<file path="src/common/chg_regs.svh">
// Register offsets, field positions, reset values and bus constants for the charger register bank
// Function
// - Bit 7 latches comparator output when triggered
// - Latched comparator status holds until host reads
// - Toggling bit 7 releases latched comparator pin
// - Bit 6 set disables system undervoltage protection
// - Bit 5 shuts converter off, battery discharges
// - Bit 4 selects input monitor gain 20x/40x
// - Bit 3 selects battery monitor gain 8x/16x
// - Bit 2 set: linear precharge from setpoint
// - Bit 2 clear: battery switch fully on
// - Bit 1 input regulation enable, resets to one
// - Bit 0 inhibits charging when set
// - Small resistor: 0 to 16.256 A, 128 mA
// - Large resistor: 0 to 8.128 A, 64 mA
// - Setpoint is zero after power-on reset
// - Battery removal clears the setpoint
// - Adapter removal clears the setpoint
// - Register reset command restores all defaults; the code leaves comparator status and bus slave state as they are
// - Zero target voltage write clears setpoint
// - Watchdog expiry clears the setpoint
// - Faults leave the setpoint unchanged
// - Auto-disable clears regulation bit on battery removal
// - Large resistor LSB 64 mA, low six unused
`ifndef CHG_REGS_SVH
`define CHG_REGS_SVH

// Register offsets
`define CHG_OFS_OPTION 8'h00
`define CHG_OFS_AMP_LO 8'h02
`define CHG_OFS_AMP_HI 8'h03

// Option byte fields
`define CHG_OPT_CMP_HOLD 7
`define CHG_OPT_UV_DIS 6
`define CHG_OPT_DISCHARGE 5
`define CHG_OPT_IN_GAIN 4
`define CHG_OPT_BAT_GAIN 3
`define CHG_OPT_LIN_PRE 2
`define CHG_OPT_IN_REG 1
`define CHG_OPT_BLOCK 0

// Reset values
`define CHG_OPT_RESET 8'h0E
`define CHG_AMP_RESET 16'h0000

// Setpoint layout: code bits, unused low bits, invalid high bits
`define CHG_AMP_CODE_HI 12
`define CHG_AMP_CODE_LO 6
`define CHG_AMP_LO_MASK 8'hC0
`define CHG_AMP_HI_BAD 8'hE0

// Device bus address, arbitrary value
`define CHG_DEV_ADDR 7'h2A

`endif

</file>
<file path="src/common/chg_pkg.sv">
// Types for the charger option and charge-current register bank
package chg_pkg;

    // Serial bus slave states, one-hot
    typedef enum logic [7:0] {
        CHG_IDLE = 8'h01,
        CHG_ADDR = 8'h02,
        CHG_AACK = 8'h04,
        CHG_PTR = 8'h08,
        CHG_WDAT = 8'h10,
        CHG_WACK = 8'h20,
        CHG_RDAT = 8'h40,
        CHG_RACK = 8'h80
    } chg_bus_state_t;

    // Whole state of the register bank
    typedef struct packed {
        chg_bus_state_t st;
        logic scl_q;
        logic sda_q;
        logic [3:0] cnt;
        logic [7:0] sh;
        logic rw;
        logic [7:0] ptr;
        logic [7:0] opt_stg;
        logic [7:0] lo_stg;
        logic [7:0] hi_stg;
        logic opt_w;
        logic lo_w;
        logic hi_w;
        logic [7:0] opt;
        logic [15:0] amp;
        logic bat_q;
        logic ac_q;
        logic cmp_hold;
        logic cmp_stat;
        logic cmp_pin;
        logic [14:0] ma;
    } chg_state_t;

endpackage

</file>
<file path="src/hw/chg_option_current_regs.sv">
// Option byte and charge-current setpoint registers behind a serial bus slave
`timescale 1ns/1ps
`default_nettype none
`include "chg_regs.svh"

// Both registers are reached over a two-wire serial bus whose pins are sampled
// on the system clock, so the bus must run far slower than that clock.
// Written bytes are staged and applied at the closing stop or repeated start,
// so a two-byte setpoint never shows a half-written value at the outputs.
// Hardware clears of the setpoint or regulation bit win over a host write.
module chg_option_current_regs
    import chg_pkg::*;
(
    input wire logic clock_i,
    input wire logic reset_n_i,
    input wire logic scl_i,
    input wire logic sda_i,
    output logic sda_o,
    output logic sda_oe_o,
    input wire logic comparator_trip_i,
    input wire logic comparator_processor_hot_signal_enable_i,
    input wire logic status_read_i,
    input wire logic battery_present_pin_i,
    input wire logic adapter_valid_flag_i,
    input wire logic register_reset_i,
    input wire logic target_voltage_zero_i,
    input wire logic watchdog_expire_i,
    input wire logic auto_input_regulation_off_i,
    input wire logic sense_resistor_large_i,
    output logic comparator_output_pin_o,
    output logic comparator_status_o,
    output logic system_undervoltage_disable_o,
    output logic converter_off_o,
    output logic input_monitor_gain_select_o,
    output logic battery_monitor_gain_select_o,
    output logic linear_precharge_enable_o,
    output logic battery_switch_full_on_o,
    output logic input_regulation_enable_o,
    output logic charging_block_o,
    output logic charge_enable_o,
    output logic [15:0] charging_amperage_target_o,
    output logic [14:0] charge_current_ma_o
);

    chg_state_t s_r; // Registered state
    chg_state_t s_nxt; // Next state

    // Read data for a register pointer
    // Unmapped pointers read as zero
    function automatic logic [7:0] rd_byte(input logic [7:0] p, input chg_state_t s);
        case (p)
            `CHG_OFS_OPTION: rd_byte = s.opt;
            `CHG_OFS_AMP_LO: rd_byte = s.amp[7:0];
            `CHG_OFS_AMP_HI: rd_byte = s.amp[15:8];
            default: rd_byte = 8'h00;
        endcase
    endfunction

    // Decoded conditions, rebuilt every cycle from pins and state
    logic scl_rise; // Clock rising edge
    logic scl_fall; // Clock falling edge
    logic bus_start; // Start or repeated start
    logic bus_stop; // Stop condition
    logic bat_fall; // Battery removed
    logic ac_fall; // Adapter removed
    logic amp_clear; // Any event that zeroes the setpoint
    logic hold_toggle; // Latch enable changed by a host write
    logic [7:0] opt_new; // Option byte after commit
    logic [6:0] amp_code; // Active setpoint code

    // Bus edge and event detection
    // Edges compare the live pin with the copy from the last clock edge
    // Start and stop need SCL high in both samples
    always_comb begin
        scl_rise = scl_i & ~s_r.scl_q;
        scl_fall = ~scl_i & s_r.scl_q;
        bus_start = scl_i & s_r.scl_q & s_r.sda_q & ~sda_i;
        bus_stop = scl_i & s_r.scl_q & ~s_r.sda_q & sda_i;
        bat_fall = s_r.bat_q & ~battery_present_pin_i;
        ac_fall = s_r.ac_q & ~adapter_valid_flag_i;
        // Fault inputs are not wired here, so faults leave the setpoint alone
        amp_clear = bat_fall | ac_fall | register_reset_i | target_voltage_zero_i
                    | watchdog_expire_i;
    end

    // Next-state logic: bus slave, commit, event clears, comparator hold
    always_comb begin
        // Every field keeps its value unless a branch below changes it
        s_nxt = s_r;
        // Pin copies feed the edge detectors on the next cycle
        s_nxt.scl_q = scl_i;
        s_nxt.sda_q = sda_i;
        s_nxt.bat_q = battery_present_pin_i;
        s_nxt.ac_q = adapter_valid_flag_i;
        opt_new = s_r.opt;
        hold_toggle = 1'b0;

        // Serial slave sequencing
        case (s_r.st)
            CHG_IDLE: begin
                // Wait for a start condition
                // Stray clock pulses between transfers are ignored
            end
            CHG_ADDR, CHG_PTR, CHG_WDAT: begin
                // Shift in a byte on rising clock
                // Count reaches eight on the last rise; the byte is judged at the fall
                if (scl_rise) begin
                    s_nxt.sh = {s_r.sh[6:0], sda_i};
                    s_nxt.cnt = s_r.cnt + 4'h1;
                end else if (scl_fall && s_r.cnt == 4'h8) begin
                    s_nxt.cnt = 4'h0;
                    if (s_r.st == CHG_ADDR) begin
                        // Answer only our own address
                        if (s_r.sh[7:1] == `CHG_DEV_ADDR) begin
                            s_nxt.rw = s_r.sh[0];
                            s_nxt.st = CHG_AACK;
                        end else begin
                            s_nxt.st = CHG_IDLE;
                        end
                    end else if (s_r.st == CHG_PTR) begin
                        // Pointer byte sets where the following data bytes land
                        s_nxt.ptr = s_r.sh;
                        s_nxt.st = CHG_WACK;
                    end else begin
                        // Stage data, applied only at end of transaction
                        case (s_r.ptr)
                            `CHG_OFS_OPTION: begin
                                s_nxt.opt_stg = s_r.sh;
                                s_nxt.opt_w = 1'b1;
                            end
                            `CHG_OFS_AMP_LO: begin
                                s_nxt.lo_stg = s_r.sh;
                                s_nxt.lo_w = 1'b1;
                            end
                            `CHG_OFS_AMP_HI: begin
                                s_nxt.hi_stg = s_r.sh;
                                s_nxt.hi_w = 1'b1;
                            end
                            default: begin
                                // Unmapped pointer, byte dropped
                            end
                        endcase
                        s_nxt.ptr = s_r.ptr + 8'h01;
                        s_nxt.st = CHG_WACK;
                    end
                end
            end
            CHG_AACK, CHG_WACK: begin
                // Acknowledge held through one clock pulse
                // The output logic pulls the data line low in these states
                if (scl_fall) begin
                    if (s_r.st == CHG_AACK && s_r.rw) begin
                        s_nxt.sh = rd_byte(s_r.ptr, s_r);
                        s_nxt.st = CHG_RDAT;
                    end else if (s_r.st == CHG_AACK) begin
                        s_nxt.st = CHG_PTR;
                    end else begin
                        s_nxt.st = CHG_WDAT;
                    end
                    s_nxt.cnt = 4'h0;
                end
            end
            CHG_RDAT: begin
                // Shift out a byte on falling clock
                // Ones shift in behind so the line is released after the last bit
                if (scl_fall) begin
                    s_nxt.sh = {s_r.sh[6:0], 1'b1};
                    s_nxt.cnt = s_r.cnt + 4'h1;
                    if (s_r.cnt == 4'h7) begin
                        s_nxt.st = CHG_RACK;
                        s_nxt.ptr = s_r.ptr + 8'h01;
                    end
                end
            end
            CHG_RACK: begin
                // Master acknowledge: continue, or release on a nack
                // The direction flag is reused to hold the master's answer
                if (scl_rise) begin
                    s_nxt.rw = ~sda_i;
                end else if (scl_fall) begin
                    s_nxt.cnt = 4'h0;
                    s_nxt.sh = rd_byte(s_r.ptr, s_r);
                    s_nxt.st = s_r.rw ? CHG_RDAT : CHG_IDLE;
                end
            end
            default: begin
                // An illegal code returns to idle and waits for a start
                s_nxt.st = CHG_IDLE;
            end
        endcase

        // Start and stop override the sequence; both end a write transaction
        // A start in mid-byte drops that byte; earlier staged bytes still apply
        if (bus_start) begin
            s_nxt.st = CHG_ADDR;
            s_nxt.cnt = 4'h0;
        end else if (bus_stop) begin
            s_nxt.st = CHG_IDLE;
        end

        if (bus_start || bus_stop) begin
            // Apply the staged option byte
            if (s_r.opt_w) begin
                opt_new = s_r.opt_stg;
                hold_toggle = s_r.opt_stg[`CHG_OPT_CMP_HOLD] != s_r.opt[`CHG_OPT_CMP_HOLD];
            end
            // Setpoint applied as one value; invalid high bits drop it
            // A byte not written in this transaction keeps its old value
            if ((s_r.lo_w || s_r.hi_w)
                && !(s_r.hi_w && (s_r.hi_stg & `CHG_AMP_HI_BAD) != 8'h00)) begin
                s_nxt.amp[15:8] = s_r.hi_w ? s_r.hi_stg : s_r.amp[15:8];
                // Low six bits are unused and read back as zero
                s_nxt.amp[7:0] = s_r.lo_w ? (s_r.lo_stg & `CHG_AMP_LO_MASK)
                                          : s_r.amp[7:0];
            end
            s_nxt.opt_w = 1'b0;
            s_nxt.lo_w = 1'b0;
            s_nxt.hi_w = 1'b0;
        end

        // Device drops regulation on battery removal when auto-disable is on
        // The host may set the bit again with a later write
        if (auto_input_regulation_off_i && bat_fall) begin
            opt_new[`CHG_OPT_IN_REG] = 1'b0;
        end
        s_nxt.opt = opt_new;

        // Event clears win over a host write in the same cycle
        // Overcurrent and overvoltage faults have no input here on purpose
        if (amp_clear) begin
            s_nxt.amp = `CHG_AMP_RESET;
        end

        // Comparator hold: set on trip while enabled, released by a toggle
        // A trip in the cycle of the release is not held, since that toggle clears bit 7
        s_nxt.cmp_hold = opt_new[`CHG_OPT_CMP_HOLD]
                         & ((s_r.cmp_hold & ~hold_toggle) | comparator_trip_i);
        s_nxt.cmp_pin = ~(comparator_trip_i | s_nxt.cmp_hold);

        // Status sticks until read when latching in the hot profile; set wins
        // Outside that profile the flag simply follows the comparator
        if (opt_new[`CHG_OPT_CMP_HOLD] && comparator_processor_hot_signal_enable_i) begin
            s_nxt.cmp_stat = comparator_trip_i | (s_r.cmp_stat & ~status_read_i);
        end else begin
            s_nxt.cmp_stat = comparator_trip_i;
        end

        // Register reset command restores the option byte, setpoint, staging flags and comparator hold and pin
        // Bus sequencing is left alone so a transfer in flight completes
        if (register_reset_i) begin
            s_nxt.opt = `CHG_OPT_RESET;
            s_nxt.opt_w = 1'b0;
            s_nxt.lo_w = 1'b0;
            s_nxt.hi_w = 1'b0;
            s_nxt.cmp_hold = 1'b0;
            s_nxt.cmp_pin = ~comparator_trip_i;
        end

        // Current in mA from the code, scaled by sense resistor
        // Step is 64 mA with the large resistor, 128 mA with the small one
        amp_code = s_nxt.amp[`CHG_AMP_CODE_HI:`CHG_AMP_CODE_LO];
        s_nxt.ma = sense_resistor_large_i ? 15'({amp_code, 6'h00}) : 15'({amp_code, 7'h00});
    end

    // State register; power-on defaults
    // Bus pin copies reset high like the idle bus, so no false start follows
    always_ff @(posedge clock_i or negedge reset_n_i) begin
        if (!reset_n_i) begin
            s_r <= '0;
            s_r.st <= CHG_IDLE;
            s_r.scl_q <= 1'b1;
            s_r.sda_q <= 1'b1;
            s_r.opt <= `CHG_OPT_RESET;
            s_r.amp <= `CHG_AMP_RESET;
            s_r.cmp_pin <= 1'b1;
        end else begin
            s_r <= s_nxt;
        end
    end

    // Outputs: open-drain data pulls low on ack and on zero read bits
    // Only the pin enable moves; the driven level is always low
    always_comb begin
        sda_o = 1'b0;
        sda_oe_o = (s_r.st == CHG_AACK) || (s_r.st == CHG_WACK)
                   || (s_r.st == CHG_RDAT && !s_r.sh[7]);
        comparator_output_pin_o = s_r.cmp_pin;
        comparator_status_o = s_r.cmp_stat;
        system_undervoltage_disable_o = s_r.opt[`CHG_OPT_UV_DIS];
        converter_off_o = s_r.opt[`CHG_OPT_DISCHARGE];
        input_monitor_gain_select_o = s_r.opt[`CHG_OPT_IN_GAIN];
        battery_monitor_gain_select_o = s_r.opt[`CHG_OPT_BAT_GAIN];
        linear_precharge_enable_o = s_r.opt[`CHG_OPT_LIN_PRE];
        battery_switch_full_on_o = ~s_r.opt[`CHG_OPT_LIN_PRE];
        input_regulation_enable_o = s_r.opt[`CHG_OPT_IN_REG];
        charging_block_o = s_r.opt[`CHG_OPT_BLOCK];
        charge_enable_o = ~s_r.opt[`CHG_OPT_BLOCK] & (s_r.ma != 15'h0000);
        charging_amperage_target_o = s_r.amp;
        charge_current_ma_o = s_r.ma;
    end

endmodule
`default_nettype wire

</file>
<file path="config.mk">
export PLATFORM = sky130hd
export DESIGN_NAME = chg_option_current_regs
export DESIGN_NICKNAME = d
export VERILOG_FILES = /design/src/common/chg_pkg.sv /design/src/hw/chg_option_current_regs.sv
export VERILOG_INCLUDE_DIRS = /design/src /design/src/common
export SDC_FILE = /design/constraint.sdc
export NUM_CORES = 1
export LEC_CHECK = 0
export BUFFER_PORTS_ARGS = -buffer_cell sky130_fd_sc_hd__buf_2
export CORE_MARGIN = 5
export CORE_UTILIZATION = 40
export CTS_CLUSTER_DIAMETER = 60
export CTS_CLUSTER_SIZE = 30
export DETAILED_ROUTE_END_ITERATION = 7
export SLEW_MARGIN = 20
export SYNTH_ARGS = -nofsm -noshare
export SYNTH_HDL_FRONTEND = slang
export SYNTH_SLANG_ARGS = --single-unit
</file>
<file path="constraint.sdc">
create_clock -name clock_i -period 2.9 [get_ports clock_i]
set_input_delay 0.29 -clock clock_i [delete_from_list [all_inputs] [get_ports clock_i]]
set_output_delay 0.29 -clock clock_i [all_outputs]
set_load 0.02 [all_outputs]
</file>
Yosys cells after proc, flatten, opt, wreduce, memory -nomap -nowiden
Index checks and enable logic that the tools add are counted.
{ "word_totals": {"ff_bits": 101, "in_bits": 14, "wordCells": 216} }
{ "op_classes": {"add_sub_neg": 2, "eq_ne": 43, "mux": 61, "bitwise_logic": 35, "n_reduce_logical": 50} }
{ "op_table": {"columns": ["op", "n"], "rows": [
  ["2-to-1 mux 8 bit", 23],
  ["2-to-1 mux 36 bit", 2],
  ["AND reduction 6 bit", 9],
  ["2-to-1 mux 12 bit", 4],
  ["2-to-1 mux 16 bit", 3],
  ["case mux 12 bit (4 select lines)", 1],
  ["case mux 8 bit (5 select lines)", 1],
  ["2-to-1 mux 35 bit", 1],
  ["!= test 4 bit, second input constant", 8],
  ["2-to-1 mux 27 bit", 1],
  ["!= test 2 bit, second input constant", 13],
  ["equality test 8 x 2 -> 1 bit, second input constant", 3],
  ["case mux 8 bit (3 select lines)", 1],
  ["nonzero test 3 bit", 7],
  ["case mux 8 bit (2 select lines)", 1],
  ["nonzero test 2 bit", 8],
  ["!= test 3 bit, second input constant", 5],
  ["NOT 1 bit", 15],
  ["nonzero test 15 bit", 1],
  ["2-to-1 mux 14 bit", 1],
  ["AND 1 bit", 13],
  ["2-to-1 mux 1 bit", 12],
  ["2-to-1 mux 4 bit", 3],
  ["2-to-1 mux 11 bit", 1],
  ["32 further kinds", 54]
]} }

Logic depth before layout (Yosys ltp)
{ "logic_depth": {"word_depth": 12, "ltp_mapped": 7} }

Least setup slack after synthesis
OpenSTA, ideal clock, no wires.
{ "synth_path": {"path_kind": "reg2reg", "startpoint": "reg s_r[101] (netlist bit)", "endpoint": "reg s_r[81] (netlist bit)", "setup_time_ns": 0.125, "arrival_ns": 1.898, "required_time_ns": 2.775, "path_slack_ns": 0.877, "stages_incl_launch_ff": 8, "synth_period_minus_slack_ns": 2.023, "path_cell_list": "dfrtp_1 buf_6 nor4_4 and4b_1 buf_6 o21ai_2 a32oi_4 mux2_2"} }
{ "synth_via": {"elab_chain_cells": 4, "elab_cells_between_ends": 19} }
{ "synth_rtl": {"columns": ["element", "line", "text"], "rows": [
  ["start, declared", "chg_option_current_regs.sv:45", "chg_state_t s_r;"],
  ["start signal, assigned", "chg_option_current_regs.sv:277", "s_r <= s_nxt;"],
  ["equality test 8 x 2 -> 1 bit, or another cell as far along", "chg_option_current_regs.sv:99", "case (s_r.st)"],
  ["OR reduction 3 bit, or another cell as far along", "chg_option_current_regs.sv:99", null],
  ["nonzero test 4 bit (no line) / != test 2 bit (equally long branches)", null, null],
  ["AND reduction 7 bit (no line)", null, null]
]} }
Several ways; a longest one is shown, not always the timed one.
A chain may end at the register's enable or synchronous reset.

Worst setup path after layout
{ "layout_path": {"startpoint": "reg s_r[99] (netlist bit)", "endpoint": "reg s_r[86] (netlist bit)"} }
The elaborated chain is that of the path after synthesis.

==> results.md <==
- Number of synthesized flops with an enable pin: 0
- Setup TNS: 0 ns
- Via count: 3388
- Netlist cell types: 65
- Syn Inst Count: 439
- PostCTS Resize Cnt: 0
- Design area: 5030 um2
- Num rows: 39
- Syn_area_per_cell: 10.5 um2
- Detailed router's first-iteration violation count: 209
- Worst-margin pin slew: 0.749 ns
- Seq. cell area: 2090 um2
- Die span in y: 117 um
- GPL Wtd Cong: 0.905
- Worst vdd ir: 0.345 mV
- Post-synth top area cell: dfrtp_1
- CTS buffer count: 9
- Min-Delay Path Class: in2async
- M1 GR Usage: 23.1%
- Final worst slack: 0.454 ns
- Cell Int Power: 1920 uW
- Main area contributors after synthesis: dfrtp_1 (41%), mux2_2 (8.3%), buf_4 (5.7%)
- Final wirelength: 10900 um
- Most common library cells after synthesis: dfrtp_1 (76), buf_4 (35), mux2_2 (34)
- Setup bufs post-CTS: 0
- Ys async rst share: 100%
- Comb pwr share: 10.9%
- Root buffer cell: clkbuf_16
- HPWL after DPL: 7880 um
- Met3 GRT Util: 3.14%
- Max-Cap Viols: 0
- R2R cell count: 5
- Area share of the largest cell type after synthesis: 41.4%
- Final min period: 2.45 ns
- Power density cells: 524 nW/um2
- Placed inst area: 4740 um2
- Slew headroom: 50.1%
- CP endpoint kind: flip-flop
- Layout cells sized above 1: 26.0%
- Die Width: 117 um
- Number of global-route vias before repair: 3394
- DRC: 0
- CTS tree: built
- Finished Layout Cells: 608
- Clock sinks: 83
- Power Total: 2630 uW
- Drt via density: 5.57
- Kind of critical path: reg2reg
- Slew Viols, Final: 0
- Status: complete, no violations
- Initial antenna violation count: 0
- Critical path peak fanout: 11
- Pre-CTS WS: 0.493 ns
- Tcrit/Tclk final: 84.3%
- Clk_skew: 0.00643 ns
- Synth warn: 0
- GR Util met2: 27.5%
- Seq pwr share: 48.2%
- Total GRT Usage: 17.0%
- Antenna Nets Post-Route: 0
- Clk pin slew, worst setup/hold paths: 0.06 ns
- Most used routing layer: met2
- Cell with the most instances after synthesis: dfrtp_1
- Register area share after synthesis: 45.4%
- CTS max path bufs: 2
- Synth Cell Area: 4600 um2
- Inserted Diodes: 0
- Critical Path RT: 3.12 ns
- Hold_buf cts: 0
- Clock network power share: 40.8%
- First-pass GRT wire length: 18100 um
- Yosys reg bits: 83
- Drt wl/cell: 17.9 um
- I/O Buffers: 43
- Multi-input combinational cell area: 2160 um2
- P&R area growth vs syn: 9.36%
- Switch share: 27.2%
- Static leakage: 0.00241 uW
- Startpoint Class: flip-flop
- Fill count: 1087
- H-tree levels: 3
- RSZ-0062 raised after global routing: no
- First-pass detailed-route iteration total: 5
- Core area: 11300 um2
- I/O Pins: 58
- Final Hold Violating Endpoints: 0
- Die ar.: 13700 um2
- Starting density of the core: 40.6%
- Worst skew pair latency: 0.33 ns
- Synth Flop Type: dfrtp_1
- Largest net degree at the start of global routing: 84
- # setup viols final: 0
- Placed Cells: 592
- Sw power: 717 uW
- Total grt overflow: 0
- Max Clk Rate: 0.409 GHz
- Net count, final: 479
- Critical Path AT: 2.66 ns
critical path: stages, from the launching register on:
cell     delay [ns]
dfrtp_1        0.52
nor4_4         0.47
and4b_1        0.49
o21ai_2        0.11
a32oi_4        0.36
mux2_2         0.38
layout by cell type (no fill, tap or decap), drive strengths merged, types with 8 or more instances in the layout:
| master | synthesis | layout |
|---|---|---|
| clkbuf | 9 | 11 |
| nand3 | 15 | 15 |
| mux2 | 35 | 35 |
| and2 | 8 | 8 |
| nor2 | 27 | 27 |
| conb | 1 | 14 |
| inv | 18 | 19 |
| nand2 | 28 | 28 |
| a21oi | 14 | 14 |
| nor3 | 12 | 12 |
| o31ai | 14 | 14 |
| dfrtp | 76 | 76 |
| mux2i | 16 | 16 |
| buf | 42 | 48 |
logic make-up (layout without fill, tap and decap cells):
family / Yosys count / count (layout) / synth area share [%]
mux: 51 / 51 / 12.1
simple gates: 142 / 142 / 17.7
fa+ha+maj: 5 / 5 / 1.36
other cells: 1 / 14 / 0.0816
compound gates: 81 / 81 / 13.0
xor+xnor: 7 / 7 / 1.33
flops: 83 / 83 / 45.4
buf+inv: 69 / 82 / 8.93
power by group through the flow:
stage / Clock (uW) / Combinational [uW] / Sequential (uW)
global placement: 0 / 279 / 1290
CTS: 1100 / 287 / 1270
global route: 1150 / 322 / 1270
detailed placement: 0 / 286 / 1290
floorplan: 0 / 221 / 1260
finish: 1070 / 288 / 1270
stage by stage:
stage          hold WS, ns  util (%)
3_3_place_gp         0.413      41.9
2_1_floorplan     -0.00559         -
5_1_grt             0.0669      44.4
6_report          0.000995      44.4
3_5_place_dp         0.415      41.9
4_1_cts             0.0621      44.4
routing by layer:
layer,routed length [um],up-vias
met4,234,0
li1,-,1593
met3,523,17
met5,0,-
met2,5270,102
met1,4880,1676
final cells by class:
cell class / count / share of cell area, %
Timing Repair Buffer: 48 / 5.15
Clock buffer: 11 / 4.83
Clock inverter: 5 / 0.747
Sequential cell: 83 / 41.5
Tap cell: 143 / 3.56
Multi-Input combinational cell: 300 / 42.9
Inverter: 18 / 1.34
worst paths after layout:
kind                            slack (ns)                       endpoint            startpoint
min in group clock_i                  0.07              s_r[18]$_DFF_PN0_  adapter_valid_flag_i
max in group asynchronous             2.39            s_r[95]$_DFFE_PN0P_             reset_n_i
worst max-delay path                  0.45            s_r[86]$_DFFE_PN0P_   s_r[99]$_DFFE_PN0P_
worst min register to register        0.50            s_r[66]$_DFFE_PN0P_   s_r[66]$_DFFE_PN0P_
worst max register to register        0.45            s_r[86]$_DFFE_PN0P_   s_r[99]$_DFFE_PN0P_
worst min-delay path                 0.001  comparator_status_o$_DFF_PN0_             reset_n_i
flip-flops by register name, summed over array words and instances, names as in the netlist:
register,count
comparator_output_pin_o,1
charging_block_o,1
s_r,56
linear_precharge_enable_o,1
input_monitor_gain_select_o,1
battery_monitor_gain_select_o,1
input_regulation_enable_o,1
charge_current_ma_o,8
system_undervoltage_disable_o,1
comparator_status_o,1
converter_off_o,1
charging_amperage_target_o,10
(Power assumes the default switching activity.)
